`config.mk`:
```
export PLATFORM = sky130hd
export DESIGN_NAME = ivrm_top
export DESIGN_NICKNAME = d
export VERILOG_FILES = /design/src/logic/ivrm_pkg.sv /design/src/logic/ivrm_stream_if.sv /design/src/logic/ivrm_sync.sv /design/src/logic/ivrm_buf.sv /design/src/logic/ivrm_top.sv
export SDC_FILE = /design/constraint.sdc
export NUM_CORES = 1
export LEC_CHECK = 0
export BUFFER_PORTS_ARGS = -buffer_cell sky130_fd_sc_hd__buf_2
export CAP_MARGIN = 20
export CORE_ASPECT_RATIO = 0.5
export CORE_MARGIN = 1
export CORE_UTILIZATION = 60
export DETAILED_ROUTE_END_ITERATION = 10
export GPL_ROUTABILITY_DRIVEN = 0
export PLACE_DENSITY = 0.8
export SYNTH_ARGS = -nofsm -noshare
export SYNTH_HDL_FRONTEND = slang
export SYNTH_SLANG_ARGS = --single-unit
export TNS_END_PERCENT = 50
```
`constraint.sdc`:
```
create_clock -name clock -period 2.35 [get_ports clock]
set_input_delay 0.1175 -clock clock [delete_from_list [all_inputs] [get_ports clock]]
set_output_delay 0.1175 -clock clock [all_outputs]
set_load 0.03 [all_outputs]
```
`src/logic/ivrm_pkg.sv`:
```
// constants and types shared by the virtual register mailbox slave
// What this block does
// [RQ1] answer slave address 0x49: byte 0x92 to write, 0x93 to read
// [RQ2] work with a serial clock of 100 kHz and of 400 kHz
// [RQ3] only three physical registers carry all virtual register traffic
// [RQ4] read-only status at 0x00: bit 1 inbound occupied, bit 0 outbound available
// [RQ5] inbound flag is 1 while a byte is unconsumed; master must not write then
// [RQ6] outbound flag is 1 while a byte waits in the read mailbox, else 0
// [RQ7] write-only mailbox at 0x01 takes virtual addresses and write data
// [RQ8] reading the mailbox at 0x02 returns the pending result byte
// [RQ9] address bit 7 set means write data follows, clear means read request
// [RQ10] master writes: poll flag clear, send address with bit 7, poll, send data
// [RQ11] inbound flag clears once the address byte has been taken in
// [RQ12] master reads: poll flag clear, send address, poll outbound flag, read
// [RQ13] outbound flag sets once the requested value sits in the read mailbox
// [RQ14] multi-byte virtual registers are big-endian, high byte at low address
// [RQ15] master walks multi-byte registers in ascending address order
// [RQ16] 4-byte float registers: sign, 8-bit exponent biased 127, 23-bit fraction
// [RQ17] access is address, pointer, one data byte, or repeated start and one read; code also takes more data bytes and, on a master ack, more reads
package ivrm_pkg;
  // ==========================================================
  // bus address and physical register map
  localparam logic [6:0] SLAVE_ADDR = 7'h49;
  localparam logic [7:0] REG_STATUS = 8'h00;
  localparam logic [7:0] REG_WR_MBOX = 8'h01;
  localparam logic [7:0] REG_RD_MBOX = 8'h02;
  localparam int STAT_OCC_BIT = 1;
  localparam int STAT_AVAIL_BIT = 0;
  localparam int VADDR_WRITE_BIT = 7;
  localparam logic [7:0] RESET_PTR = 8'h00;
  localparam logic [7:0] RESET_BYTE = 8'h00;
  // ==========================================================
  // kind tag carried with each inbound byte
  localparam logic [1:0] KIND_VREAD = 2'h0;
  localparam logic [1:0] KIND_VWRITE = 2'h1;
  localparam logic [1:0] KIND_DATA = 2'h2;
  localparam int IN_W = 10;
  // ==========================================================
  // float layout of 4-byte virtual registers, high byte first
  localparam int FP_SIGN_POS = 31; // RQ16
  localparam int FP_EXP_LSB = 23;
  localparam int FP_EXP_BIAS = 127;
  localparam int FP_FRAC_W = 23;
  // ==========================================================
  // timing: sync latency must stay inside the data setup window
  localparam int CLK_PERIOD_NS = 5;
  localparam int T_SU_DAT_NS = 100;
  localparam int SU_DAT_CYC = T_SU_DAT_NS / CLK_PERIOD_NS;
  localparam int SYNC_CYC = 3;
  localparam logic [3:0] BITS_PER_BYTE = 4'h8;
  typedef enum logic [2:0] {
    ST_IDLE = 3'b000,
    ST_ADDR = 3'b001,
    ST_PTR = 3'b010,
    ST_WRITE = 3'b011,
    ST_ACK = 3'b100,
    ST_SEND = 3'b101,
    ST_MACK = 3'b110
  } ivrm_state_t;
  typedef enum logic [1:0] {
    PH_ADDR = 2'b00,
    PH_PTR = 2'b01,
    PH_DATA = 2'b10
  } ivrm_phase_t;
endpackage

```
`src/logic/ivrm_stream_if.sv`:
```
// valid/ready byte stream between the slave core and its buffer
interface ivrm_stream_if #(parameter int W = 10);
  logic valid;
  logic ready;
  logic [W-1:0] data;
  modport src (output valid, output data, input ready);
  modport snk (input valid, input data, output ready);
endinterface

```
`src/logic/ivrm_sync.sv`:
```
// two-flop synchroniser for the bus pins
module ivrm_sync #(
  parameter int W = 2
) (
  input wire logic clock, // system clock
  input wire logic rst_n, // async reset, active low
  input wire logic [W-1:0] din, // asynchronous pins
  output logic [W-1:0] dout // synchronised copy
);
  logic [W-1:0] meta_ff;
  logic [W-1:0] sync_ff;
  // idle bus is high, so reset to ones to avoid a false start
  always_ff @(posedge clock or negedge rst_n) begin
    if (!rst_n) begin
      meta_ff <= '1;
      sync_ff <= '1;
    end else begin
      meta_ff <= din;
      sync_ff <= meta_ff;
    end
  end
  assign dout = sync_ff;
endmodule

```
`src/logic/ivrm_buf.sv`:
```
// two-entry buffer: head feeds the consumer, tail catches a word during a stall
module ivrm_buf (
  input wire logic clock, // system clock
  input wire logic rst_n, // async reset, active low
  ivrm_stream_if.snk fill, // words in from the slave core
  ivrm_stream_if.src drain // words out to the consumer
);
  localparam int W = $bits(fill.data);
  logic [W-1:0] head_ff;
  logic [W-1:0] tail_ff;
  logic head_v_ff;
  logic tail_v_ff;
  wire push = fill.valid & ~tail_v_ff;
  wire pop = head_v_ff & drain.ready;
  assign fill.ready = ~tail_v_ff;
  assign drain.valid = head_v_ff;
  assign drain.data = head_ff;
  // head refills from tail on a pop, so word order is kept
  always_ff @(posedge clock or negedge rst_n) begin
    if (!rst_n) begin
      head_ff <= '0;
      tail_ff <= '0;
      head_v_ff <= 1'b0;
      tail_v_ff <= 1'b0;
    end else if (pop && tail_v_ff) begin
      head_ff <= tail_ff;
      tail_v_ff <= push;
      if (push) tail_ff <= fill.data;
    end else if (pop || !head_v_ff) begin
      head_v_ff <= push;
      if (push) head_ff <= fill.data;
    end else if (push) begin
      tail_ff <= fill.data;
      tail_v_ff <= 1'b1;
    end
  end
endmodule

```
`src/logic/ivrm_top.sv`:
```
// slave front end: three physical registers bridging virtual register traffic
module ivrm_top
  import ivrm_pkg::*;
(
  input wire logic clock, // 200 MHz system clock
  input wire logic rst_n, // async reset, active low
  input wire logic scl_in, // serial clock pin
  input wire logic sda_in, // serial data pin level
  output logic sda_out, // serial data drive value, always low
  output logic sda_oe_n, // low while pulling data low
  output logic in_valid, // inbound byte waiting for the core
  output logic [1:0] in_kind, // read address, write address or data
  output logic [7:0] in_byte, // inbound byte
  input wire logic in_ready, // core takes the inbound byte
  input wire logic out_valid, // core offers a result byte
  input wire logic [7:0] out_byte, // result byte
  output logic out_ready // read mailbox is empty
);
  // ==========================================================
  // pin synchronisation and bus condition detection
  logic [1:0] pins_s;
  logic scl_d_ff;
  logic sda_d_ff;
  ivrm_sync #(.W(2)) u_sync (
    .clock(clock),
    .rst_n(rst_n),
    .din({scl_in, sda_in}),
    .dout(pins_s)
  );
  wire scl_s = pins_s[1];
  wire sda_s = pins_s[0];
  // edges are taken between synchronised samples only; fine at 400 kHz and below
  wire scl_rise = scl_s & ~scl_d_ff; // RQ2
  wire scl_fall = ~scl_s & scl_d_ff;
  wire start_det = scl_s & scl_d_ff & sda_d_ff & ~sda_s;
  wire stop_det = scl_s & scl_d_ff & ~sda_d_ff & sda_s;
  always_ff @(posedge clock or negedge rst_n) begin
    if (!rst_n) begin
      scl_d_ff <= 1'b1;
      sda_d_ff <= 1'b1;
    end else begin
      scl_d_ff <= scl_s;
      sda_d_ff <= sda_s;
    end
  end
  // ==========================================================
  // inbound mailbox path through the two-entry buffer
  ivrm_stream_if #(.W(IN_W)) push_if ();
  ivrm_stream_if #(.W(IN_W)) pop_if ();
  ivrm_buf u_buf (
    .clock(clock),
    .rst_n(rst_n),
    .fill(push_if.snk),
    .drain(pop_if.src)
  );
  assign in_valid = pop_if.valid;
  assign in_kind = pop_if.data[IN_W-1:8];
  assign in_byte = pop_if.data[7:0];
  assign pop_if.ready = in_ready;
  // ==========================================================
  // slave state
  ivrm_state_t state_ff, nxt_state;
  ivrm_phase_t phase_ff;
  logic [3:0] bit_cnt_ff;
  logic [7:0] shift_ff;
  logic [7:0] tx_ff;
  logic [7:0] ptr_ff;
  logic rw_ff;
  logic mack_ff;
  logic expect_data_ff;
  logic rd_empty_ff;
  logic [7:0] rd_mbox_ff;
  logic oe_n_ff;
  logic drv_zero_ff;
  // ==========================================================
  // status and register read decode
  // the flag stays set until the core drains every byte, address ones included
  wire occupied = pop_if.valid; // RQ5 RQ11
  wire avail = ~rd_empty_ff; // RQ6
  wire [7:0] status_byte = {6'h00, occupied, avail}; // RQ4
  wire byte_done = scl_fall && (bit_cnt_ff == BITS_PER_BYTE);
  wire addr_match = (shift_ff[7:1] == SLAVE_ADDR); // RQ1
  wire wr_to_mbox = (ptr_ff == REG_WR_MBOX); // RQ7
  wire rd_of_mbox = (ptr_ff == REG_RD_MBOX); // RQ8
  // write-only and unmapped pointers read as zero; only three registers exist
  function automatic logic [7:0] reg_read(input logic [7:0] p, input logic [7:0] st,
                                          input logic [7:0] mb);
    reg_read = 8'h00; // RQ3
    if (p == REG_STATUS) reg_read = st;
    else if (p == REG_RD_MBOX) reg_read = mb;
  endfunction
  wire [7:0] load_val = reg_read(ptr_ff, status_byte, rd_mbox_ff);
  // bit 7 of a lone address byte says whether a data byte follows
  wire [1:0] push_kind = expect_data_ff ? KIND_DATA :
                         shift_ff[VADDR_WRITE_BIT] ? KIND_VWRITE : KIND_VREAD; // RQ9
  // a byte arriving while the buffer is full is refused with a nack
  wire push = (state_ff == ST_WRITE) && byte_done && wr_to_mbox && push_if.ready;
  assign push_if.valid = push;
  assign push_if.data = {push_kind, shift_ff};
  wire accept = (state_ff == ST_ADDR) ? addr_match :
                (state_ff == ST_WRITE) ? (push_if.ready || !wr_to_mbox) : 1'b1;
  wire pop_rd = (state_ff == ST_SEND) && scl_fall && (bit_cnt_ff == 4'h7) && rd_of_mbox
                && !rd_empty_ff; // RQ8
  wire take_out = out_valid && rd_empty_ff; // RQ13
  // ==========================================================
  // next state; start wins over everything, stop releases the bus
  always_comb begin
    nxt_state = state_ff;
    if (start_det) begin
      nxt_state = ST_ADDR; // RQ17
    end else if (stop_det) begin
      nxt_state = ST_IDLE;
    end else begin
      case (state_ff)
        ST_IDLE: nxt_state = ST_IDLE;
        ST_ADDR, ST_PTR, ST_WRITE: begin
          if (byte_done) nxt_state = accept ? ST_ACK : ST_IDLE;
        end
        ST_ACK: begin
          if (scl_fall) begin
            if (phase_ff == PH_ADDR) nxt_state = rw_ff ? ST_SEND : ST_PTR;
            else nxt_state = ST_WRITE;
          end
        end
        ST_SEND: begin
          if (scl_fall && bit_cnt_ff == 4'h7) nxt_state = ST_MACK;
        end
        ST_MACK: begin
          if (scl_fall) nxt_state = mack_ff ? ST_SEND : ST_IDLE;
        end
        default: nxt_state = ST_IDLE;
      endcase
    end
  end
  // ==========================================================
  // bit counter, shifter and phase bookkeeping
  always_ff @(posedge clock or negedge rst_n) begin
    if (!rst_n) begin
      state_ff <= ST_IDLE;
      phase_ff <= PH_ADDR;
      bit_cnt_ff <= 4'h0;
      shift_ff <= RESET_BYTE;
      rw_ff <= 1'b0;
      mack_ff <= 1'b0;
    end else begin
      state_ff <= nxt_state;
      if (start_det || (nxt_state != state_ff)) begin
        bit_cnt_ff <= 4'h0;
      end else if ((state_ff == ST_SEND && scl_fall) ||
                   (state_ff inside {ST_ADDR, ST_PTR, ST_WRITE} && scl_rise)) begin
        bit_cnt_ff <= bit_cnt_ff + 4'h1;
      end
      if (scl_rise) shift_ff <= {shift_ff[6:0], sda_s};
      if (state_ff == ST_MACK && scl_rise) mack_ff <= ~sda_s;
      if (byte_done && state_ff == ST_ADDR) begin
        rw_ff <= shift_ff[0];
        phase_ff <= PH_ADDR;
      end else if (byte_done && state_ff == ST_PTR) begin
        phase_ff <= PH_PTR;
      end else if (byte_done && state_ff == ST_WRITE) begin
        phase_ff <= PH_DATA;
      end
    end
  end
  // ==========================================================
  // pointer and data/address tracking
  always_ff @(posedge clock or negedge rst_n) begin
    if (!rst_n) begin
      ptr_ff <= RESET_PTR;
      expect_data_ff <= 1'b0;
    end else begin
      if (byte_done && state_ff == ST_PTR) ptr_ff <= shift_ff; // RQ17
      if (push) expect_data_ff <= !expect_data_ff && shift_ff[VADDR_WRITE_BIT]; // RQ9
    end
  end
  // ==========================================================
  // read mailbox; the core sends multi-byte values high byte first
  always_ff @(posedge clock or negedge rst_n) begin
    if (!rst_n) begin
      rd_empty_ff <= 1'b1;
      rd_mbox_ff <= RESET_BYTE;
    end else if (take_out) begin
      rd_empty_ff <= 1'b0; // RQ13 RQ14
      rd_mbox_ff <= out_byte;
    end else if (pop_rd) begin
      rd_empty_ff <= 1'b1; // RQ6
    end
  end
  assign out_ready = rd_empty_ff;
  // ==========================================================
  // transmit shifter and open-drain data drive, changed only after scl falls
  always_ff @(posedge clock or negedge rst_n) begin
    if (!rst_n) begin
      tx_ff <= RESET_BYTE;
      oe_n_ff <= 1'b1;
      drv_zero_ff <= 1'b0;
    end else begin
      drv_zero_ff <= 1'b0;
      if (start_det || stop_det) begin
        oe_n_ff <= 1'b1;
      end else if (byte_done && state_ff != ST_SEND) begin
        oe_n_ff <= ~accept; // ack by pulling low
      end else if (scl_fall && nxt_state == ST_SEND && state_ff != ST_SEND) begin
        tx_ff <= {load_val[6:0], 1'b0}; // RQ4 RQ8
        oe_n_ff <= load_val[7];
      end else if (scl_fall && state_ff == ST_SEND && bit_cnt_ff != 4'h7) begin
        tx_ff <= {tx_ff[6:0], 1'b0};
        oe_n_ff <= tx_ff[7];
      end else if (scl_fall) begin
        oe_n_ff <= 1'b1; // release for the master's ack bit
      end
    end
  end
  assign sda_out = drv_zero_ff;
  assign sda_oe_n = oe_n_ff;
endmodule

```
# Word-level counts from Yosys, hierarchy flattened
# Cells that the tools add are included.
# W data, S select, Z words.
# totals
ff_bits,74
input_bits,14
output_inout_bits,14
wordCells,140
# classes
n_addsub,1
eq_ne,16
mux,40
n_bitwise,19
reduce_logical,44
# ops
op,count
$mux W10,6
$mux W8,4
$mux W3,10
$logic_and A1 B1 Y1,20
$mux W1,13
$eq A3 B3 Y1 const B,4
$pmux W3 S4,1
$not A1 Y1,10
$reduce_bool A2 Y1,5
$and A1 B1 Y1,9
$eq A8 B1 Y1 const B,1
$eq A8 B2 Y1 const B,1
$logic_not A8 Y1,1
$mux W2,4
$mux W4,2
$eq A7 B7 Y1 const B,1
$eq A3 B2 Y1 const B,2
$reduce_and A2 Y1,3
$reduce_bool A3 Y1,2
$logic_or A1 B1 Y1,5
$reduce_bool A5 Y1,1
$add A4 B1 Y4 const B,1
$eq A4 B3 Y1 const B,1
$eq A4 B4 Y1 const B,1
9 further kinds,12

# Depth between registers and ports, before layout
# Gate-level depths: netlist of run 1.
# logic_depth
word_depth,16
ltp_mapped,9

# Hierarchy
# Synthesis of run 1 repeated with hierarchy kept, for this count alone.
# hier_totals
hier_cells,310
hier_area_um2,3582.2
# modules_own_cells
mod,instances,cells_each,area_each_um2
ivrm_top,1,241,2482.4
ivrm_buf,1,65,994.7
ivrm_sync,1,4,105.1

# Worst setup path after synthesis of run 1
# OpenSTA, ideal clock, no wires.
# synth_path
path_type,register -> register
from,reg bit_cnt_ff[0]
to,reg u_buf.tail_ff[0]
setup_ns,0.125
t_arrival_ns,2.028
slack_ns,0.197
stages_incl_launch_ff,9
synth_period_minus_slack_ns,2.153
path_cell_list,dfrtp_1 -> inv_1 -> ha_1 -> and3b_1 -> nand2_2 -> or4_4 -> nand3b_4 -> buf_6 -> mux2_4
# synth_between
elab_chain_cells,9
# synth_lines
element,line,rtl
start: declaration,ivrm_top.sv:64,logic [3:0] bit_cnt_ff;
start signal: assignment,ivrm_top.sv:151,bit_cnt_ff <= bit_cnt_ff + 4'h1;
$eq A4 B4 Y1 *,ivrm_top.sv:81,wire byte_done = scl_fall && (bit_cnt_ff == BITS_PER_BYTE);
$logic_and A1 B1 Y1 *,ivrm_top.sv:81,
$logic_and A1 B1 Y1 * (3 in a row),ivrm_top.sv:97,wire push = (state_ff == ST_WRITE) && byte_done && wr_to_mbox && push_if.ready;
$and A1 B1 Y1 *,ivrm_buf.sv:13,wire push = fill.valid & ~tail_v_ff;
$mux W10 *,n/a,
$mux W10,n/a,
$mux W10 *,n/a,
end signal: assignment,ivrm_buf.sv:28,if (push) tail_ff <= fill.data;
end signal: assignment,ivrm_buf.sv:33,tail_ff <= fill.data;
end: declaration,ivrm_buf.sv:10,logic [W-1:0] tail_ff;
# Every way passes the cells marked *; elsewhere a longest branch is shown, timed or not. The select of a mux whose other input is x is not followed.
# A chain may end at the register's enable or synchronous reset.

# Worst setup path after layout of run 1
# layout_path
from,reg phase_ff[1]
to,reg tx_ff[4]
# layout_between
elab_chain_cells,11
elab_cells_between_ends,12
classes_between,eq/ne: 1; mux: 6; reduce/logical: 5
# layout_lines
element,line,rtl
start: declaration,ivrm_top.sv:63,ivrm_phase_t phase_ff;
start signal: assignment,ivrm_top.sv:140,phase_ff <= PH_ADDR;
start signal: assignment,ivrm_top.sv:157,phase_ff <= PH_ADDR;
start signal: assignment,ivrm_top.sv:159,phase_ff <= PH_PTR;
$logic_not A2 Y1 *,ivrm_top.sv:121,if (phase_ff == PH_ADDR) nxt_state = rw_ff ? ST_SEND : ST_PTR;
$mux W3 *,ivrm_top.sv:121,
$mux W3 *,ivrm_top.sv:120,if (scl_fall) begin
$pmux W3 S4 *,ivrm_top.sv:114,case (state_ff)
$mux W3 *,ivrm_top.sv:111,end else if (stop_det) begin
$mux W3 *,ivrm_top.sv:109,if (start_det) begin
$eq A3 B3 Y1 *,ivrm_top.sv:203,end else if (scl_fall && nxt_state == ST_SEND && state_ff != ST_SEND) begin
$logic_and A1 B1 Y1 * (2 in a row),ivrm_top.sv:203,
$reduce_bool A2 Y1 (no source line),n/a,
$reduce_and A3 Y1 (no source line),n/a,
end signal: assignment,ivrm_top.sv:204,"tx_ff <= {load_val[6:0], 1'b0};"
end signal: assignment,ivrm_top.sv:207,"tx_ff <= {tx_ff[6:0], 1'b0};"
end: declaration,ivrm_top.sv:66,logic [7:0] tx_ff;
# Every way passes the cells marked *; elsewhere a longest branch is shown, timed or not.

==> results of run 1 <==
[worst register-to-register path: stages, from the launching register on]
cell,delay [ns]
dfrtp_1,0.40
or3b_2,0.52
and3_1,0.24
nor3_1,0.21
a2bb2o_2,0.31
and4bb_4,0.37
o21ai_2,0.09
[timing repair]
| action | in CTS | in global routing |
|---|---|---|
| resized for setup | 0 | 9 |
| hold endpoints to repair | 68 | 0 |
| hold buffers | 4 | 0 |
| endpoints found under the setup margin | 0 | 32 |
[metrics by stage]
stage	utilization [%]	hold WS, ns
detailed placement	68.7	0.171
floorplan	-	-0.178
global placement	68.7	0.169
global route	76.1	0.0152
CTS	75.3	0.00679
finish	76.1	0.0133
[metal layers]
layer	global-route usage (%)	share of wire, %
met1	33.4	45
met2	42.9	48
met3	9.07	6.0
met4	9.46	0.99
met5	0	0
[cell families (layout without fill, tap and decap cells)]
group,Yosys count,in the layout,synth area share [%]
other,1,1,0.104
AND/OR/NAND/NOR,102,103,15.8
flip-flops,73,73,50.9
multiplexers,44,44,14.1
buffers and inverters,23,68,3.15
XOR/XNOR,4,4,0.970
adder cells (fa/ha/maj),2,2,0.693
AO/OA/AOI/OAI,72,72,14.2
[power by group]
group	switching [uW]	total, uW	internal, uW
Combinational	287	518	230
Clock	526	1490	961
Sequential	148	1570	1420
[flip-flops by register name (all words and copies together) (netlist names), 3 cells and up]
signal	flops
u_buf.drain.data	10
u_buf.tail_ff	10
ptr_ff	8
rd_mbox_ff	8
shift_ff	8
tx_ff	7
bit_cnt_ff	4
state_ff	3
[layout by cell type (no fill, tap or decap), types with 8 or more instances in the layout]
master,n
clkbuf_16,9
mux2_2,28
buf_4,14
a21oi_1,18
o21ai_0,8
mux2i_1,9
dfstp_2,8
buf_2,26
nand2_1,24
dfrtp_1,64
nor2_1,24
[area by class of cell]
type                            count  area [um^2]  share of cell area (%)
Tap cell                           73         91.3                    2.13
Clock inverter                      6         90.1                    2.10
Timing Repair Buffer               46          307                    7.15
Multi-Input combinational cell    226         1700                    39.7
Inverter                            6         22.5                   0.525
Clock buffer                       10          239                    5.57
Sequential cell                    73         1840                    42.9
[how the worst min path moves through the flow]
stage | from | to | slack (ns) | cells after the start
global placement | rst_n | u_buf.drain.data[2]$_DFFE_PN0P_ | 0.17 | 2
finish | out_byte[1] | rd_mbox_ff[1]$_DFFE_PN0P_ | 0.01 | 2
CTS | out_byte[1] | rd_mbox_ff[1]$_DFFE_PN0P_ | 0.007 | 2
global route | out_byte[6] | rd_mbox_ff[6]$_DFFE_PN0P_ | 0.02 | 2
detailed placement | rst_n | u_buf.drain.data[2]$_DFFE_PN0P_ | 0.17 | 2
floorplan | rst_n | bit_cnt_ff[0]$_DFFE_PN0P_ | -0.18 | 0
==> impl_metrics.json, run 1 <==
{
  "outcome": "complete, but fails checks",
  "violations": "design-rule violations",
  "ys_warn_count": 0,
  "slowest_delay_ns": 0.52,
  "drtIter0Drc": 335,
  "synth_commonest_cells": "dfrtp_1 (65), mux2_2 (28), nand2_1 (24), nor2_1 (24), a21oi_1 (18)",
  "worst_slew_margin_rel_pct": 51.8,
  "critical_path_depth": 6,
  "die_area_um2": 6350,
  "crit_start": "phase_ff[1]$_DFFE_PN0P_",
  "cp_slowest_cell": "or3b_2",
  "worst_pin_slew_ns": 0.717,
  "port_buffers": 26,
  "r2r-end": "tx_ff[4]$_DFFE_PN0P_",
  "fin_crit_ns": 2.26,
  "numCtsBuffers": 9,
  "design_area_um2": 4290,
  "hold_viol_final": 0,
  "core_um2": 5630,
  "hold_class": "input pin to flop",
  "antenna_cells": 0,
  "required_ns": 2.56,
  "skew_ns": 0.0108,
  "drive_gt1_share_pct": 33.8,
  "final_cells": 440,
  "cts_tree": "built",
  "ys_seq_elements": 73,
  "fp.dieW_um": 112,
  "power.leakage_uw": 0.00204,
  "routed_via_density": 6.04,
  "synth_cell_types": 60,
  "yosys-top-cells-area": "dfrtp_1 (45%), mux2_2 (8.7%), dfstp_2 (5.8%), mux2_4 (2.9%), a21oi_1 (2.5%)",
  "drv_slew": 0,
  "postRouteWirelength_um": 7390,
  "first_pass_iters": 7,
  "synth_ff_type": "dfrtp_1",
  "seq_area_frac_synth_pct": 50.9,
  "vias": 2656,
  "post-cts-setup-buffers": 0,
  "rsz0062_at_grt": "true",
  "numClockSinks": 73,
  "clk_latency_ns": 0.34,
  "ant_nets": 0,
  "drt_drc_violations_left": 1,
  "startpoint_type": "flop",
  "r2r_setup_slack_ns": 0.09,
  "syn_area_um2": 3610,
  "rows": 19,
  "arrival_ns": 2.47,
  "dp_hpwl_um": 4960,
  "fmax_ghz": 0.442,
  "synth_nets": 337,
  "clkSlewWorstSetupHoldPaths_ns": 0.06,
  "overflow": 0,
  "tns_ns": 0,
  "post-synth-top-count-cell": "dfrtp_1",
  "reg2reg_depth": 6,
  "synth_cells": 321,
  "grt_pass1_wl_um": 12700,
  "clock_path_buffers": 2,
  "die_h_um": 56.8,
  "netlist.area_leader.share_pct": 45.1,
  "nFillCells": 349,
  "wl_per_cell_um": 16.8,
  "r2r_start": "phase_ff[1]$_DFFE_PN0P_",
  "yosysTopAreaCell": "dfrtp_1",
  "drv_cap": 0,
  "layout.nets": 378,
  "antenna_found_initial": 0,
  "total_power_uw": 3570,
  "initial_core_util_pct": 64.1,
  "worstSetupPathType": "flop to flop",
  "grt_usage_pct": 26.5,
  "pin_count": 28,
  "power-per-cell-area_nw_per_um2": 833,
  "finalWorstSetupSlack_ns": 0.0866,
  "cp_cell_sequence": "or3b_2 > and3_1 > nor3_1 > a2bb2o_2 > and4bb_4 > o21ai_2",
  "dp.cells": 419,
  "setup_viol": 0,
  "htreeDepth": 3,
  "critPathMaxFanout": 9,
  "cp-end-kind": "flop",
  "path_delay_family": "simple AND/OR/NAND/NOR gates",
  "cts-root-buf": "clkbuf_16",
  "async_reset_ff_share_pct": 100,
  "synth-edff-count": 0,
  "grt_max_degree": 74,
  "min_period_over_period_pct": 96.3,
  "pre_cts_ws_ns": 0.00773,
  "grt_pass1_vias": 2627,
  "cp.buffers_inverters": 0,
  "syn_to_final_growth_pct": 18.8,
  "crit_end": "tx_ff[4]$_DFFE_PN0P_",
  "vdd_drop_max_mv": 0.592,
  "placed_area_um2": 3870,
  "syn-mean-instance-area_um2": 11.2
}
Power figures use the tool's default switching activity.
==> inputs of run 2 (changes only) <==
CTS_BUF_LIST = sky130_fd_sc_hd__clkbuf_16   (was not set)
SYNTH_HIERARCHICAL = 1   (was not set)
==> run 2 against run 1 <==
The run ends with design-rule violations, negative hold slack left. Fmax down 2.1%. Register-to-register slack worse by 0.05 ns. Clock skew down 0.0058 ns. Sequential share of layout area down 1.5 points. Power down 7.3%. Combinational power down 25%. Synthesized cell count down 3.4%. Critical path depth up 1. Core utilization up 3.1 points. Routed wire length up 12%.
==> impl_metrics.json, run 2 <==
{
  "violations": "design-rule violations, negative hold slack",
  "routed_via_density": 6.22,
  "fmax_ghz": 0.432,
  "worstSetupPathType": "flop to flop",
  "postRouteWirelength_um": 8250,
  "final_util_pct": 79.2,
  "slowest_delay_ns": 0.47,
  "arrival_ns": 2.51,
  "seq_area_frac_synth_pct": 51.3,
  "syn_to_final_growth_pct": 24.1,
  "final_cells": 451,
  "initial_core_util_pct": 63.8,
  "hold_class": "input pin to async pin",
  "synth_cell_types": 64,
  "grt_pass1_vias": 2695,
  "grt_pass1_wl_um": 13100,
  "critical_path_depth": 7,
  "syn_area_um2": 3580,
  "first_pass_iters": 7,
  "clkSlewWorstSetupHoldPaths_ns": 0.06,
  "async_reset_ff_share_pct": 100,
  "critPathMaxFanout": 4,
  "port_buffers": 26,
  "yosys-top-cells-area": "dfrtp_1 (45%), dfstp_2 (5.9%), mux2_2 (5.7%), nand2_1 (4.7%), mux2_4 (4.2%)",
  "ys_seq_elements": 73,
  "antenna_found_initial": 0,
  "clk_latency_ns": 0.33,
  "pre_cts_ws_ns": -0.0514,
  "holdWs_ns": -0.00822,
  "ys_warn_count": 6,
  "cp.buffers_inverters": 0,
  "hold_viol_final": 4,
  "synth_cells": 310,
  "path_delay_family": "simple AND/OR/NAND/NOR gates",
  "die_area_um2": 6300,
  "fin_crit_ns": 2.31,
  "netlist.area_leader.share_pct": 45.4,
  "die_h_um": 56.6,
  "cts_tree": "built",
  "synth-edff-count": 0,
  "startpoint_type": "flop",
  "cp_slowest_cell": "or4b_1",
  "grt_max_degree": 74,
  "vias": 2803,
  "synth_commonest_cells": "dfrtp_1 (65), nand2_1 (45), mux2_2 (18)",
  "setup_viol": 0,
  "rows": 19,
  "htreeDepth": 3,
  "tns_ns": 0,
  "wl_per_cell_um": 18.3,
  "worst_pin_slew_ns": 0.903,
  "syn-mean-instance-area_um2": 11.6,
  "drv_slew": 0,
  "rsz0062_at_grt": "true",
  "synth_nets": 326,
  "drive_gt1_share_pct": 41.3,
  "overflow": 0,
  "reg2reg_depth": 7,
  "grt_usage_pct": 27.0,
  "worst_slew_margin_rel_pct": 39.8,
  "drv_cap": 0,
  "required_ns": 2.55,
  "final_common_cell": "dfrtp_1",
  "yosysTopAreaCell": "dfrtp_1",
  "clock_path_buffers": 2,
  "dp.cells": 430,
  "synth_ff_type": "dfrtp_1",
  "numCtsBuffers": 9,
  "vdd_drop_max_mv": 0.449,
  "skew_ns": 0.00500,
  "outcome": "complete, but fails checks",
  "numClockSinks": 73,
  "ant_nets": 0,
  "final_cell_mix": "dfrtp_1 (64), nand2_1 (44), buf_4 (30), buf_2 (26), mux2_2 (18)",
  "power.leakage_uw": 0.00210,
  "cp_cell_sequence": "ha_1 > nand3b_1 > or4b_1 > and4_1 > nor4_4 > xor2_1 > nor4b_1",
  "drt_drc_violations_left": 2,
  "antenna_cells": 0,
  "finalWorstSetupSlack_ns": 0.0372,
  "min_period_over_period_pct": 98.4,
  "pin_count": 28,
  "cts-root-buf": "clkbuf_16",
  "dp_hpwl_um": 5160,
  "post-synth-top-count-cell": "dfrtp_1",
  "drtIter0Drc": 226,
  "cp-end-kind": "flop",
  "power-per-cell-area_nw_per_um2": 745,
  "fp.dieW_um": 111,
  "nFillCells": 319,
  "core_um2": 5610,
  "layout.nets": 389
}
==> run 2: cell types whose count changed in the layout (fill, tap and decap cells not counted), moves of 4 or more <==
cell | before | now
o221a_2 | 0 | 10
and2_1 | 5 | 0
a21oi_1 | 18 | 6
mux2_2 | 28 | 18
nor2_1 | 24 | 8
o21ai_2 | 7 | 0
mux2i_1 | 9 | 2
buf_4 | 14 | 30
or2_2 | 0 | 10
nand2_1 | 24 | 44
xor2_1 | 0 | 4
o31ai_1 | 5 | 0
inv_1 | 6 | 10
==> run 2: timing repair <==
action	4_1_cts	5_1_grt
pin swaps	0	3
hold buffers	3	0
resized for setup	2	22
cloned	0	2
setup buffers	0	0
hold endpoints to repair	3	0
endpoints found under the setup margin	7	32
==> run 2: where the power goes <==
group,switching [uW],internal (uW)
Combinational,220,169
Sequential,92.8,1370
Clock,528,930
Total,841,2470
==> run 2: final timing paths <==
check	start	end	slack [ns]
max	bit_cnt_ff[0]$_DFFE_PN0P_	bit_cnt_ff[3]$_DFFE_PN0P_	0.04
min	rst_n	u_buf/drain.data[2]$_DFFE_PN0P_	-0.008
max reg2reg	bit_cnt_ff[0]$_DFFE_PN0P_	bit_cnt_ff[3]$_DFFE_PN0P_	0.04
min reg2reg	u_sync/meta_ff[1]$_DFF_PN1_	u_sync/dout[1]$_DFF_PN1_	0.35
max in group asynchronous	rst_n	state_ff[1]$_DFF_PN0_	1.70
min in group clock	out_byte[1]	rd_mbox_ff[1]$_DFFE_PN0P_	0.01
==> run 2: final cells by class <==
| class | count | area (um^2) | area share [%] |
|---|---|---|---|
| inverters | 10 | 38.8 | 0.873 |
| clock buffers | 9 | 225 | 5.07 |
| clock inverters | 7 | 95.1 | 2.14 |
| well taps | 73 | 91.3 | 2.06 |
| multi-input cells | 220 | 1770 | 39.8 |
| flip-flops and latches | 73 | 1840 | 41.4 |
| repair buffers | 59 | 385 | 8.67 |
==> run 2: cells by family after synthesis <==
kind of cell	share of synthesized area (%)
buffers and inverters	2.34
DFF	51.3
AOI/OAI and AO/OA	14.8
xor gates and xnor gates	1.47
other	0.105
adders and majority gates	0.698
muxes	10.4
and+or+nand+nor	18.9
==> run 2: worst reg2reg max path, delay by kind of cell (launching register included) <==
family	cells	cell delay (ns)
fa+ha+maj	1	0.21
simple gates	5	1.21
flops	1	0.38
xor+xnor	1	0.37
==> run 2: metrics by stage <==
stage                     power [uW]  instance area [um^2]
after detailed placement        1850                  3990
after global placement          1830                  3990
after global routing            3410                  4440
after floorplan                 1690                  3590
after CTS                       3310                  4350
final                           3310                  4440
==> run 2: routing by layer <==
metal	share of wire [%]	vias up	routed length, um	track usage, %
met3	6.3	18	520	7.02
met4	1.7	0	138	9.07
met5	0	-	0	0
li1	-	1275	-	-
met1	43	1379	3540	35.5
met2	49	131	4050	44.4
